`config.mk`:
```
export PLATFORM = sky130hd
export DESIGN_NAME = ramb_top
export DESIGN_NICKNAME = d
export VERILOG_FILES = /design/src/hw/ramb_mem.v /design/src/hw/ramb_bank_ctl.v /design/src/hw/ramb_top.v
export VERILOG_INCLUDE_DIRS = /design/src /design/src/hw
export SDC_FILE = /design/constraint.sdc
export NUM_CORES = 2
export LEC_CHECK = 0
export BUFFER_PORTS_ARGS = -buffer_cell sky130_fd_sc_hd__buf_4
export CAP_MARGIN = 20
export CELL_PAD_IN_SITES_DETAIL_PLACEMENT = 1
export CELL_PAD_IN_SITES_GLOBAL_PLACEMENT = 1
export CORE_MARGIN = 3
export CORE_UTILIZATION = 54
export DETAILED_ROUTE_END_ITERATION = 8
export PLACE_DENSITY = 0.79
export SETUP_SLACK_MARGIN = 0.15
export SYNTH_ARGS = -nofsm -noshare
export SYNTH_HDL_FRONTEND = slang
export SYNTH_SLANG_ARGS = --single-unit
export TNS_END_PERCENT = 5
```
`constraint.sdc`:
```
create_clock -name ref_clk -period 2.27 [get_ports ref_clk]
set_input_delay 0.681 -clock ref_clk [delete_from_list [all_inputs] [get_ports ref_clk]]
set_output_delay 0.681 -clock ref_clk [all_outputs]
set_load 0.005 [all_outputs]
```
`src/hw/ramb_defs.vh`:
```
// constants for the banked data ram address block
`ifndef RAMB_DEFS_VH
`define RAMB_DEFS_VH

// ****************
// memory layout
// ****************
`define RAMB_RAM_BYTES 512
`define RAMB_IDX_W 9
`define RAMB_BANK0_GEN_END 10'h07f
`define RAMB_BANK1_BASE 10'h100
`define RAMB_BANK1_END 10'h1ff
`define RAMB_BANK2_BASE 10'h200
`define RAMB_BANK2_END 10'h27f
`define RAMB_BANK1_IDX 9'h080
`define RAMB_BANK2_IDX 9'h180
`define RAMB_NODIRECT_A 10'h190
`define RAMB_NODIRECT_B 10'h191

// ****************
// system register addresses in bank 0
// ****************
`define RAMB_SYS_L 8'h80
`define RAMB_SYS_H 8'h81
`define RAMB_SYS_Z 8'h83
`define RAMB_SYS_Y 8'h84
`define RAMB_SYS_BANK 8'h87
`define RAMB_SYS_HL_WIN 8'h90
`define RAMB_SYS_YZ_WIN 8'h91

// ****************
// apb byte offsets
// ****************
`define RAMB_APB_L 8'h00
`define RAMB_APB_H 8'h04
`define RAMB_APB_Z 8'h08
`define RAMB_APB_Y 8'h0c
`define RAMB_APB_BANK 8'h10
`define RAMB_APB_HL_WIN 8'h14
`define RAMB_APB_YZ_WIN 8'h18
`define RAMB_APB_STATUS 8'h1c

// ****************
// reset values
// ****************
`define RAMB_PTR_RST 8'h00
`define RAMB_BANK_RST 2'h0

`endif

```
`src/hw/ramb_mem.v`:
```
// flip-flop storage for the 512 general purpose bytes
`timescale 1ns/1ps
`default_nettype none

module ramb_mem #(
  parameter DEPTH = 512,
  parameter IDX_W = 9
) (
  input wire clk,
  input wire wr_en,
  input wire [IDX_W-1:0] wr_idx,
  input wire [7:0] wr_data,
  input wire [IDX_W-1:0] rd_idx,
  output wire [7:0] rd_data
);

  // no reset: ram content is undefined at power up, as in the core
  reg [7:0] mem_reg [0:DEPTH-1];

  always @(posedge clk) begin
    if (wr_en) begin
      mem_reg[wr_idx] <= wr_data;
    end
  end

  assign rd_data = mem_reg[rd_idx];

endmodule // ramb_mem

`default_nettype wire

```
`src/hw/ramb_bank_ctl.v`:
```
// bank selector with one level of save and restore around interrupts
`include "ramb_defs.vh"
`timescale 1ns/1ps
`default_nettype none

module ramb_bank_ctl (
  input wire clk,
  input wire rst_n,
  input wire wr_en,
  input wire [1:0] wr_bank,
  input wire int_entry,
  input wire int_return,
  output reg [1:0] bank_reg,
  output reg [1:0] saved_reg,
  output reg in_isr_reg
);

  always @(posedge clk or negedge rst_n) begin
    if (!rst_n) begin
      bank_reg <= `RAMB_BANK_RST;
      saved_reg <= `RAMB_BANK_RST;
      in_isr_reg <= 1'b0;
    end else begin
      if (int_return) begin
        // restore wins over a write in the same cycle
        bank_reg <= saved_reg;
        in_isr_reg <= 1'b0;
      end else if (wr_en) begin
        bank_reg <= wr_bank;
      end
      if (int_entry && !int_return) begin
        // save only; the active bank is left as it is
        saved_reg <= bank_reg;
        in_isr_reg <= 1'b1;
      end
    end
  end

endmodule // ramb_bank_ctl

`default_nettype wire

```
`src/hw/ramb_top.v`:
```
// banked data ram address logic with pointer windows and apb access
//
// Overview of operation
// 512 bytes: bank 0 000-0ff (upper half system), 1 100-1ff, 2 200-27f.
// direct accesses use the bank chosen by the bank selector, 0, 1 or 2.
// interrupt entry saves the selector and leaves the active bank unchanged.
// software may rewrite the selector in a service routine; acts at once.
// return from interrupt reloads the selector with the saved value.
// bank-zero instruction variants always address bank 0.
// 190h and 191h are unreachable directly, only through the two windows.
// the first window accesses the location addressed by the h/l pair.
// the second window accesses the location addressed by the y/z pair.
// the selector holds only two bank bits; other bits read zero.
// direct address is the bank number above the 8-bit operand.
`include "ramb_defs.vh"
`timescale 1ns/1ps
`default_nettype none

module ramb_top (
  input wire ref_clk,
  input wire arst_n,
  input wire core_req,
  input wire core_wr,
  input wire core_bank_zero,
  input wire [7:0] core_addr,
  input wire [7:0] core_wdata,
  output reg [7:0] core_rdata_reg,
  output reg core_rvalid_reg,
  input wire int_entry,
  input wire return_from_interrupt,
  input wire psel,
  input wire penable,
  input wire pwrite,
  input wire [7:0] paddr,
  input wire [31:0] pwdata,
  output reg [31:0] prdata_reg,
  output reg pready_reg,
  output reg pslverr_reg,
  output wire [1:0] active_bank
);

  // ****************
  // reset release
  // ****************
  // logic leaves reset two edges after the pin, always on a clock edge
  reg rst_meta_reg;
  reg rst_n_reg;

  always @(posedge ref_clk or negedge arst_n) begin
    if (!arst_n) begin
      rst_meta_reg <= 1'b0;
      rst_n_reg <= 1'b0;
    end else begin
      rst_meta_reg <= 1'b1;
      rst_n_reg <= rst_meta_reg;
    end
  end

  // ****************
  // functions
  // ****************
  // maps a 16-bit ram address to {ok, index}; system area and holes are off
  function [`RAMB_IDX_W:0] ram_index;
    input [15:0] a;
    reg [9:0] a10;
    reg [9:0] rel;
    begin
      a10 = a[9:0];
      rel = a10 - `RAMB_BANK1_BASE;
      ram_index = {1'b0, {`RAMB_IDX_W{1'b0}}};
      if (a[15:10] == 6'h00) begin
        if (a10 <= `RAMB_BANK0_GEN_END) begin
          ram_index = {1'b1, a10[8:0]};
        end else if (a10 >= `RAMB_BANK1_BASE && a10 <= `RAMB_BANK1_END) begin
          // bank 1 follows the 128 general bytes of bank 0 in storage
          ram_index = {1'b1, rel[8:0] + `RAMB_BANK1_IDX};
        end else if (a10 >= `RAMB_BANK2_BASE && a10 <= `RAMB_BANK2_END) begin
          ram_index = {1'b1, a10[8:0] + `RAMB_BANK2_IDX};
        end
      end
    end
  endfunction

  // maps an apb byte offset to the equivalent bank 0 system address
  function [8:0] apb_to_sys;
    input [7:0] off;
    begin
      case (off)
        `RAMB_APB_L: apb_to_sys = {1'b1, `RAMB_SYS_L};
        `RAMB_APB_H: apb_to_sys = {1'b1, `RAMB_SYS_H};
        `RAMB_APB_Z: apb_to_sys = {1'b1, `RAMB_SYS_Z};
        `RAMB_APB_Y: apb_to_sys = {1'b1, `RAMB_SYS_Y};
        `RAMB_APB_BANK: apb_to_sys = {1'b1, `RAMB_SYS_BANK};
        `RAMB_APB_HL_WIN: apb_to_sys = {1'b1, `RAMB_SYS_HL_WIN};
        `RAMB_APB_YZ_WIN: apb_to_sys = {1'b1, `RAMB_SYS_YZ_WIN};
        default: apb_to_sys = 9'h000;
      endcase
    end
  endfunction

  // true when a full address names one system register of bank 0
  function sys_sel;
    input [9:0] full;
    input [7:0] a;
    begin
      sys_sel = (full[9:7] == 3'b001) && (full[7:0] == a);
    end
  endfunction

  // ****************
  // state
  // ****************
  reg [7:0] l_reg;
  reg [7:0] h_reg;
  reg [7:0] z_reg;
  reg [7:0] y_reg;
  wire [1:0] bank_reg;
  wire [1:0] saved_reg;
  wire in_isr_reg;
  wire [7:0] mem_rd_data;
  // status packs the interrupt save state for software inspection
  wire [31:0] status_word = {27'h0000000, in_isr_reg, saved_reg, bank_reg};

  // ****************
  // access arbitration
  // ****************
  // the core is never stalled; apb waits for a cycle without a core access
  wire apb_phase = psel && penable && !pready_reg;
  wire apb_go = apb_phase && !core_req;
  wire [8:0] apb_map = apb_to_sys(paddr);
  wire apb_status = (paddr == `RAMB_APB_STATUS);

  reg acc_valid;
  reg acc_wr;
  reg [9:0] acc_full;
  reg [7:0] acc_wdata;

  always @* begin
    acc_valid = 1'b0;
    acc_wr = 1'b0;
    acc_full = 10'h000;
    acc_wdata = 8'h00;
    if (core_req) begin
      acc_valid = 1'b1;
      acc_wr = core_wr;
      acc_wdata = core_wdata;
      if (core_bank_zero) begin
        acc_full = {2'b00, core_addr};
      end else begin
        acc_full = {bank_reg, core_addr};
      end
    end else if (apb_go && apb_map[8]) begin
      acc_valid = 1'b1;
      acc_wr = pwrite;
      acc_wdata = pwdata[7:0];
      acc_full = {2'b00, apb_map[7:0]};
    end
  end

  // ****************
  // address decode
  // ****************
  wire is_sys = (acc_full[9:7] == 3'b001);
  wire [7:0] sys_a = acc_full[7:0];
  wire hl_win = sys_sel(acc_full, `RAMB_SYS_HL_WIN);
  wire yz_win = sys_sel(acc_full, `RAMB_SYS_YZ_WIN);
  // 190h/191h lie in bank 1 space; only the windows may reach them
  wire no_direct = (acc_full == `RAMB_NODIRECT_A) ||
    (acc_full == `RAMB_NODIRECT_B);

  reg [15:0] mem_addr;
  always @* begin
    if (hl_win) begin
      mem_addr = {h_reg, l_reg};
    end else if (yz_win) begin
      mem_addr = {y_reg, z_reg};
    end else begin
      mem_addr = {6'h00, acc_full};
    end
  end

  wire [`RAMB_IDX_W:0] map = ram_index(mem_addr);
  wire direct_blocked = no_direct && !hl_win && !yz_win;
  wire mem_hit = map[`RAMB_IDX_W] && !direct_blocked &&
    (hl_win || yz_win || !is_sys);
  wire mem_we = acc_valid && acc_wr && mem_hit;

  ramb_mem #(
    .DEPTH(`RAMB_RAM_BYTES),
    .IDX_W(`RAMB_IDX_W)
  ) u_mem (
    .clk(ref_clk),
    .wr_en(mem_we),
    .wr_idx(map[`RAMB_IDX_W-1:0]),
    .wr_data(acc_wdata),
    .rd_idx(map[`RAMB_IDX_W-1:0]),
    .rd_data(mem_rd_data)
  );

  wire bank_we = acc_valid && acc_wr && sys_sel(acc_full, `RAMB_SYS_BANK);

  ramb_bank_ctl u_bank (
    .clk(ref_clk),
    .rst_n(rst_n_reg),
    .wr_en(bank_we),
    .wr_bank(acc_wdata[1:0]),
    .int_entry(int_entry),
    .int_return(return_from_interrupt),
    .bank_reg(bank_reg),
    .saved_reg(saved_reg),
    .in_isr_reg(in_isr_reg)
  );

  assign active_bank = bank_reg;

  // ****************
  // read mux
  // ****************
  // unused system addresses and holes read as zero
  reg [7:0] rd_val;
  always @* begin
    rd_val = 8'h00;
    if (mem_hit) begin
      rd_val = mem_rd_data;
    end else if (is_sys) begin
      case (sys_a)
        `RAMB_SYS_L: rd_val = l_reg;
        `RAMB_SYS_H: rd_val = h_reg;
        `RAMB_SYS_Z: rd_val = z_reg;
        `RAMB_SYS_Y: rd_val = y_reg;
        `RAMB_SYS_BANK: rd_val = {6'h00, bank_reg};
        default: rd_val = 8'h00;
      endcase
    end
  end

  // ****************
  // pointer registers
  // ****************
  always @(posedge ref_clk or negedge rst_n_reg) begin
    if (!rst_n_reg) begin
      l_reg <= `RAMB_PTR_RST;
      h_reg <= `RAMB_PTR_RST;
      z_reg <= `RAMB_PTR_RST;
      y_reg <= `RAMB_PTR_RST;
    end else if (acc_valid && acc_wr && is_sys) begin
      // window writes go to ram, never to the pointers
      case (sys_a)
        `RAMB_SYS_L: l_reg <= acc_wdata;
        `RAMB_SYS_H: h_reg <= acc_wdata;
        `RAMB_SYS_Z: z_reg <= acc_wdata;
        `RAMB_SYS_Y: y_reg <= acc_wdata;
        default: l_reg <= l_reg;
      endcase
    end
  end

  // ****************
  // core read answer
  // ****************
  always @(posedge ref_clk or negedge rst_n_reg) begin
    if (!rst_n_reg) begin
      core_rdata_reg <= 8'h00;
      core_rvalid_reg <= 1'b0;
    end else begin
      // rdata holds until the next read; rvalid marks the fresh value
      core_rvalid_reg <= core_req && !core_wr;
      if (core_req && !core_wr) begin
        core_rdata_reg <= rd_val;
      end
    end
  end

  // ****************
  // apb slave
  // ****************
  // the access is done in the granted cycle and answered one edge later,
  // so read data always comes from a flip-flop
  always @(posedge ref_clk or negedge rst_n_reg) begin
    if (!rst_n_reg) begin
      prdata_reg <= 32'h00000000;
      pready_reg <= 1'b0;
      pslverr_reg <= 1'b0;
    end else if (apb_go) begin
      pready_reg <= 1'b1;
      pslverr_reg <= !apb_map[8] && !(apb_status && !pwrite);
      // status is read only; a write to it is answered with an error
      if (apb_status) begin
        prdata_reg <= status_word;
      end else if (apb_map[8]) begin
        prdata_reg <= {24'h000000, rd_val};
      end else begin
        prdata_reg <= 32'h00000000;
      end
    end else begin
      pready_reg <= 1'b0;
      pslverr_reg <= 1'b0;
    end
  end

endmodule // ramb_top

`default_nettype wire

```
==> results.json, run 1 <==
{
  "syn_inst": 9994,
  "synth_top_area_share": 0.779,
  "worstEndpointGrtRepair": "prdata_reg[4]$_DFFE_PN0P_/D",
  "clkSinkCount": 4154,
  "gpl.final_weighted_congestion": 0.961,
  "h-tree-depth": 5,
  "ys_ff_latch": 4154,
  "synthArstFlopShare": 0.0140,
  "dp_hpwl_um": 411000,
  "yosys-top-cells-area": "edfxtp_1, nand2_1, o22ai_1, a21oi_1, a222oi_1",
  "synth_cell_types": 90,
  "cts_made_buffers": 409,
  "die_y_um": 547,
  "start_util": 0.545,
  "synth_top_cell_by_area": "edfxtp_1",
  "synth.avg_cell_area_um2": 15.8,
  "synth-main-ff-cell": "edfxtp_1",
  "die_w_um": 547,
  "worstEpCategory": "sequential cell input",
  "yosysWarnings": 0,
  "numPortBuffers": 62,
  "cts_root_buffer": "clkbuf_16",
  "rows": 197,
  "synth-edff-count": 4096,
  "grt_max_degree": 82,
  "status": "did not finish",
  "antenna_found_initial": 200,
  "first-error": "[ERROR GRT-0232] Routing congestion too high. Check the congestion heatmap in the GUI.",
  "io_pins": 111,
  "grt_overflow": 259,
  "cts_buffer_depth": 4,
  "lastStage": "global routing (5_1_grt)",
  "grt.total_usage": 0.752,
  "yosysSeqAreaShare": 0.788,
  "syn-cell-area_um2": 158000
}
-- cell usage after synthesis (all sizes together) (5+ instances only) --
cell type and n:
a31oi 141, nor2 556, nor3 54, clkbuf 322
o211ai 10, a221o 29, a2111oi 10, a21o 5
o22ai 618, dfrtp 58, nand4 18, a22oi 153
a32oi 144, mux2 188, a22o 6, o21ai 367
o22a 12, o31ai 8, a41oi 46, and2 7
o41ai 27, or3 9, buf 450, a222oi 258
nor4 86, or2 5, mux2i 20, a221oi 242
o21a 6, o32ai 18, nand2 1160, edfxtp 4096
inv 21, a21oi 613, o221ai 39, a211oi 31
nand3 98, and3 5
-- per-layer routing --
layer	GRT overflow	GRT usage
met2	108	0.862
met3	5	0.675
met1	2	0.737
met4	144	0.734
met5	0	0.504
-- logic make-up after synthesis --
kind of cell,Yosys count,share of synthesized area
flops,4154,0.788
compound gates,2815,0.122
simple gates,2020,0.0522
buf+inv,793,0.0228
mux,208,0.0147
xor+xnor,2,0.000111
other cells,2,0.0000476
-- stage by stage --
step / util / cells / hold slack (ns) / setup WS [ns] / area [µm²]
after global placement: 0.624 / 15400 / 0.183 / -5.39 / 181000
after detailed placement: 0.624 / 15400 / 0.184 / -5.11 / 181000
after floorplan: - / 10000 / 0.331 / -3.79 / 158000
after CTS: 0.690 / 16300 / 0.0986 / -3.49 / 200000
-- repair_timing --
item                       in CTS
setup buffers                 167
hold buffers                    5
pin swaps                     233
setup endpoints to repair    8186
hold endpoints to repair        6
cloned                         25
resized for setup             647
==> run 2, diff against run 1 <==
--- a/config.mk
+++ b/config.mk
@@ -8,13 +8,10 @@
 export LEC_CHECK = 0
 export BUFFER_PORTS_ARGS = -buffer_cell sky130_fd_sc_hd__buf_4
 export CAP_MARGIN = 20
-export CELL_PAD_IN_SITES_DETAIL_PLACEMENT = 1
-export CELL_PAD_IN_SITES_GLOBAL_PLACEMENT = 1
 export CORE_MARGIN = 3
-export CORE_UTILIZATION = 54
+export CORE_UTILIZATION = 40
 export DETAILED_ROUTE_END_ITERATION = 8
-export PLACE_DENSITY = 0.79
-export SETUP_SLACK_MARGIN = 0.15
+export PLACE_DENSITY_LB_ADDON = 0.15
 export SYNTH_ARGS = -nofsm -noshare
 export SYNTH_HDL_FRONTEND = slang
 export SYNTH_SLANG_ARGS = --single-unit
==> run 2 against run 1 <==
The flow now finishes, with violations (design-rule violations, negative setup slack); synthesized cell count stayed put; synthesized area stayed put.
==> results.json, run 2 <==
{
  "path_buf_inv": 7,
  "syn_inst": 9994,
  "drtAntennaViolNets": 0,
  "clock_latency_ns": 1.01,
  "die_w_um": 634,
  "yosysSeqAreaShare": 0.788,
  "fin_ws_ns": -3.70,
  "pre_cts_ws_ns": -5.35,
  "final_nets": 12300,
  "power.density_nw_per_um2": 836,
  "die_y_um": 634,
  "worst-r2r-setup-slack_ns": -3.70,
  "ys_ff_latch": 4154,
  "holdWs_ns": 0.111,
  "yosys.cell_count.top_type": "edfxtp_1",
  "grt_max_degree": 83,
  "crit_path_frequent_cell": "buf_4",
  "final_common_cell": "edfxtp_1",
  "antenna_found_initial": 26,
  "finalCriticalPeriod_ns": 5.97,
  "final_cell_mix": "edfxtp_1, buf_4, nand2_1",
  "multi_input_area_um2": 32700,
  "tns_ns": -11515.30,
  "leakagePower_nw": 69.9,
  "grt_overflow": 0,
  "core_um2": 393000,
  "io_pins": 111,
  "regArea_um2": 124000,
  "violations": "design-rule violations, negative setup slack",
  "cts_buffer_depth": 4,
  "start_util": 0.402,
  "wire_per_inst_um": 32.7,
  "syn_to_final_growth_pct": 28.6,
  "yosys-top-cells-area": "edfxtp_1, nand2_1, o22ai_1, a21oi_1, a222oi_1",
  "synth_top_cell_by_area": "edfxtp_1",
  "rsz0062_at_grt": "yes",
  "drtPass1Iterations": 9,
  "synth.avg_cell_area_um2": 15.8,
  "path_cells": "nand4bb_4, o41a_1, buf_4, or3b_4, or3_4, o21ai_4, o2111ai_4, buf_6, buf_8, buf_12, buf_12, a222oi_1, a21oi_1, nor4_2, buf_4, o22ai_4, o211ai_1, buf_4, a31o_4, a31oi_2, a21o_1",
  "vdd_drop_max_mv": 0.677,
  "numPortBuffers": 62,
  "rows": 230,
  "slowest_stage": "o211ai_1",
  "finalHoldViolCount": 0,
  "status": "finished, violations left",
  "initialDrtViolationCount": 15600,
  "drive_gt1_frac": 0.297,
  "crit_family": "compound AO/OA/AOI/OAI gates",
  "clkSinkCount": 4154,
  "viasPerCell": 6.03,
  "ys_top_cells_by_count": "edfxtp_1, nand2_1, o22ai_1, a21oi_1, nor2_1",
  "r2r_cells": 21,
  "gpl.final_weighted_congestion": 0.927,
  "yosysWarnings": 0,
  "cp.required_ns": 3.17,
  "cap_violations": 0,
  "utilization": 0.517,
  "dp_hpwl_um": 379000,
  "fmax_ghz": 0.167,
  "critPathKind": "reg2reg",
  "cp-endpoint": "prdata_reg[1]$_DFFE_PN0P_",
  "synth-main-ff-cell": "edfxtp_1",
  "setup_viol": 8175,
  "vias": 108000,
  "dieArea_um2": 402000,
  "route.detailed.drc": 1,
  "crit_path_end_kind": "register",
  "slew_violations": 0,
  "crit_start": "pready_reg$_DFF_PN0_",
  "synth-edff-count": 4096,
  "cpPeakStageDelay_ns": 0.86,
  "synthArstFlopShare": 0.0140,
  "rr_startpoint": "pready_reg$_DFF_PN0_",
  "fill_cells": 32200,
  "routed_wl_um": 583000,
  "crit_fanout": 7,
  "cts_tree": "done",
  "tightest_slew_ns": 1.07,
  "cts_root_buffer": "clkbuf_16",
  "synth_top_area_share": 0.779,
  "r2r_end": "prdata_reg[1]$_DFFE_PN0P_",
  "hold_class": "in2reg",
  "grt.total_usage": 0.281,
  "grt_pass1_vias": 104000,
  "timing.slew.headroom": 0.283,
  "largest_reg_flops": 4096,
  "cts_made_buffers": 431,
  "grt_pass1_wl_um": 807000,
  "h-tree-depth": 5,
  "fin_skew_ns": 0.0536,
  "cp-start-kind": "register",
  "finalCritPeriodShare": 2.63,
  "synth_cell_types": 90,
  "cts.clk_slew.worst_paths_ns": 0.07,
  "cp.depth": 21,
  "syn-cell-area_um2": 158000,
  "critPathArrivalTime_ns": 6.88
}
## run 2: cell counts after synthesis
Identical to the previous run, type by type.
## run 2: kinds of logic (layout without fill, tap and decap cells)
kind of cell	after synthesis	after routing	share of synthesized area
AOI/OAI and AO/OA	2815	2815	0.122
xor gates and xnor gates	2	2	0.000111
buffers and inverters	793	3377	0.0228
DFF	4154	4154	0.788
muxes	208	208	0.0147
other	2	44	0.0000476
and+or+nand+nor	2020	2020	0.0522
## run 2: layout make-up
class / instances / area share
well taps: 5220 / 0.0322
repair buffers: 2565 / 0.124
clock buffers: 521 / 0.0555
flip-flops and latches: 4154 / 0.613
inverters: 21 / 0.000536
diodes: 19 / 0.000234
multi-input cells: 5070 / 0.161
clock inverters: 270 / 0.0138
## run 2: where the power goes
part	internal [mW]	switching, mW	total (mW)
Clock	40.4	30.3	70.8
Combinational	5.39	9.12	14.5
Sequential	84.3	0.0616	84.4
Total	130	39.5	170
## run 2: metrics by stage
| step | total power, mW | area [µm²] | instances |
|---|---|---|---|
| after floorplan | 91.4 | 158000 | 10000 |
| after detailed placement | 98.7 | 183000 | 16800 |
| final | 170 | 203000 | 17800 |
| after global routing | 174 | 203000 | 17800 |
| after CTS | 170 | 201000 | 17800 |
| after global placement | 98.6 | 183000 | 16800 |
## run 2: tightest hold or removal path: stages
cell      delay [ns]
buf_4           0.09
nand2b_1        0.12
inv_1           0.14
## run 2: timing repair
action / CTS / global route
cloned: 22 / 11
resized for setup: 436 / 234
setup buffers: 121 / 50
hold endpoints to repair: 6 / 0
setup endpoints to repair: 8196 / 8232
pin swaps: 158 / 123
hold buffers: 5 / 0
## run 2: worst min path at each step
stage / start / endpoint / slack [ns] / cells after the start
after floorplan: rst_meta_reg$_DFF_PN0_ / rst_n_reg$_DFF_PN0_ / 0.33 / 0
after global placement: rst_meta_reg$_DFF_PN0_ / rst_n_reg$_DFF_PN0_ / 0.34 / 0
after detailed placement: rst_meta_reg$_DFF_PN0_ / rst_n_reg$_DFF_PN0_ / 0.34 / 0
after CTS: core_wr / core_rvalid_reg$_DFF_PN0_ / 0.03 / 3
after global routing: core_wr / core_rvalid_reg$_DFF_PN0_ / 0.09 / 3
final: core_wr / core_rvalid_reg$_DFF_PN0_ / 0.11 / 3
## run 2: per-layer routing
| layer | vias to the layer above | GRT usage | share of wire |
|---|---|---|---|
| met1 | 55400 | 0.393 | 0.40 |
| li1 | 44900 | - | - |
| met3 | 1034 | 0.0563 | 0.10 |
| met2 | 6246 | 0.440 | 0.46 |
| met5 | - | 0 | 0.000060 |
| met4 | 6 | 0.0975 | 0.041 |
Power figures use the tool's default switching activity.
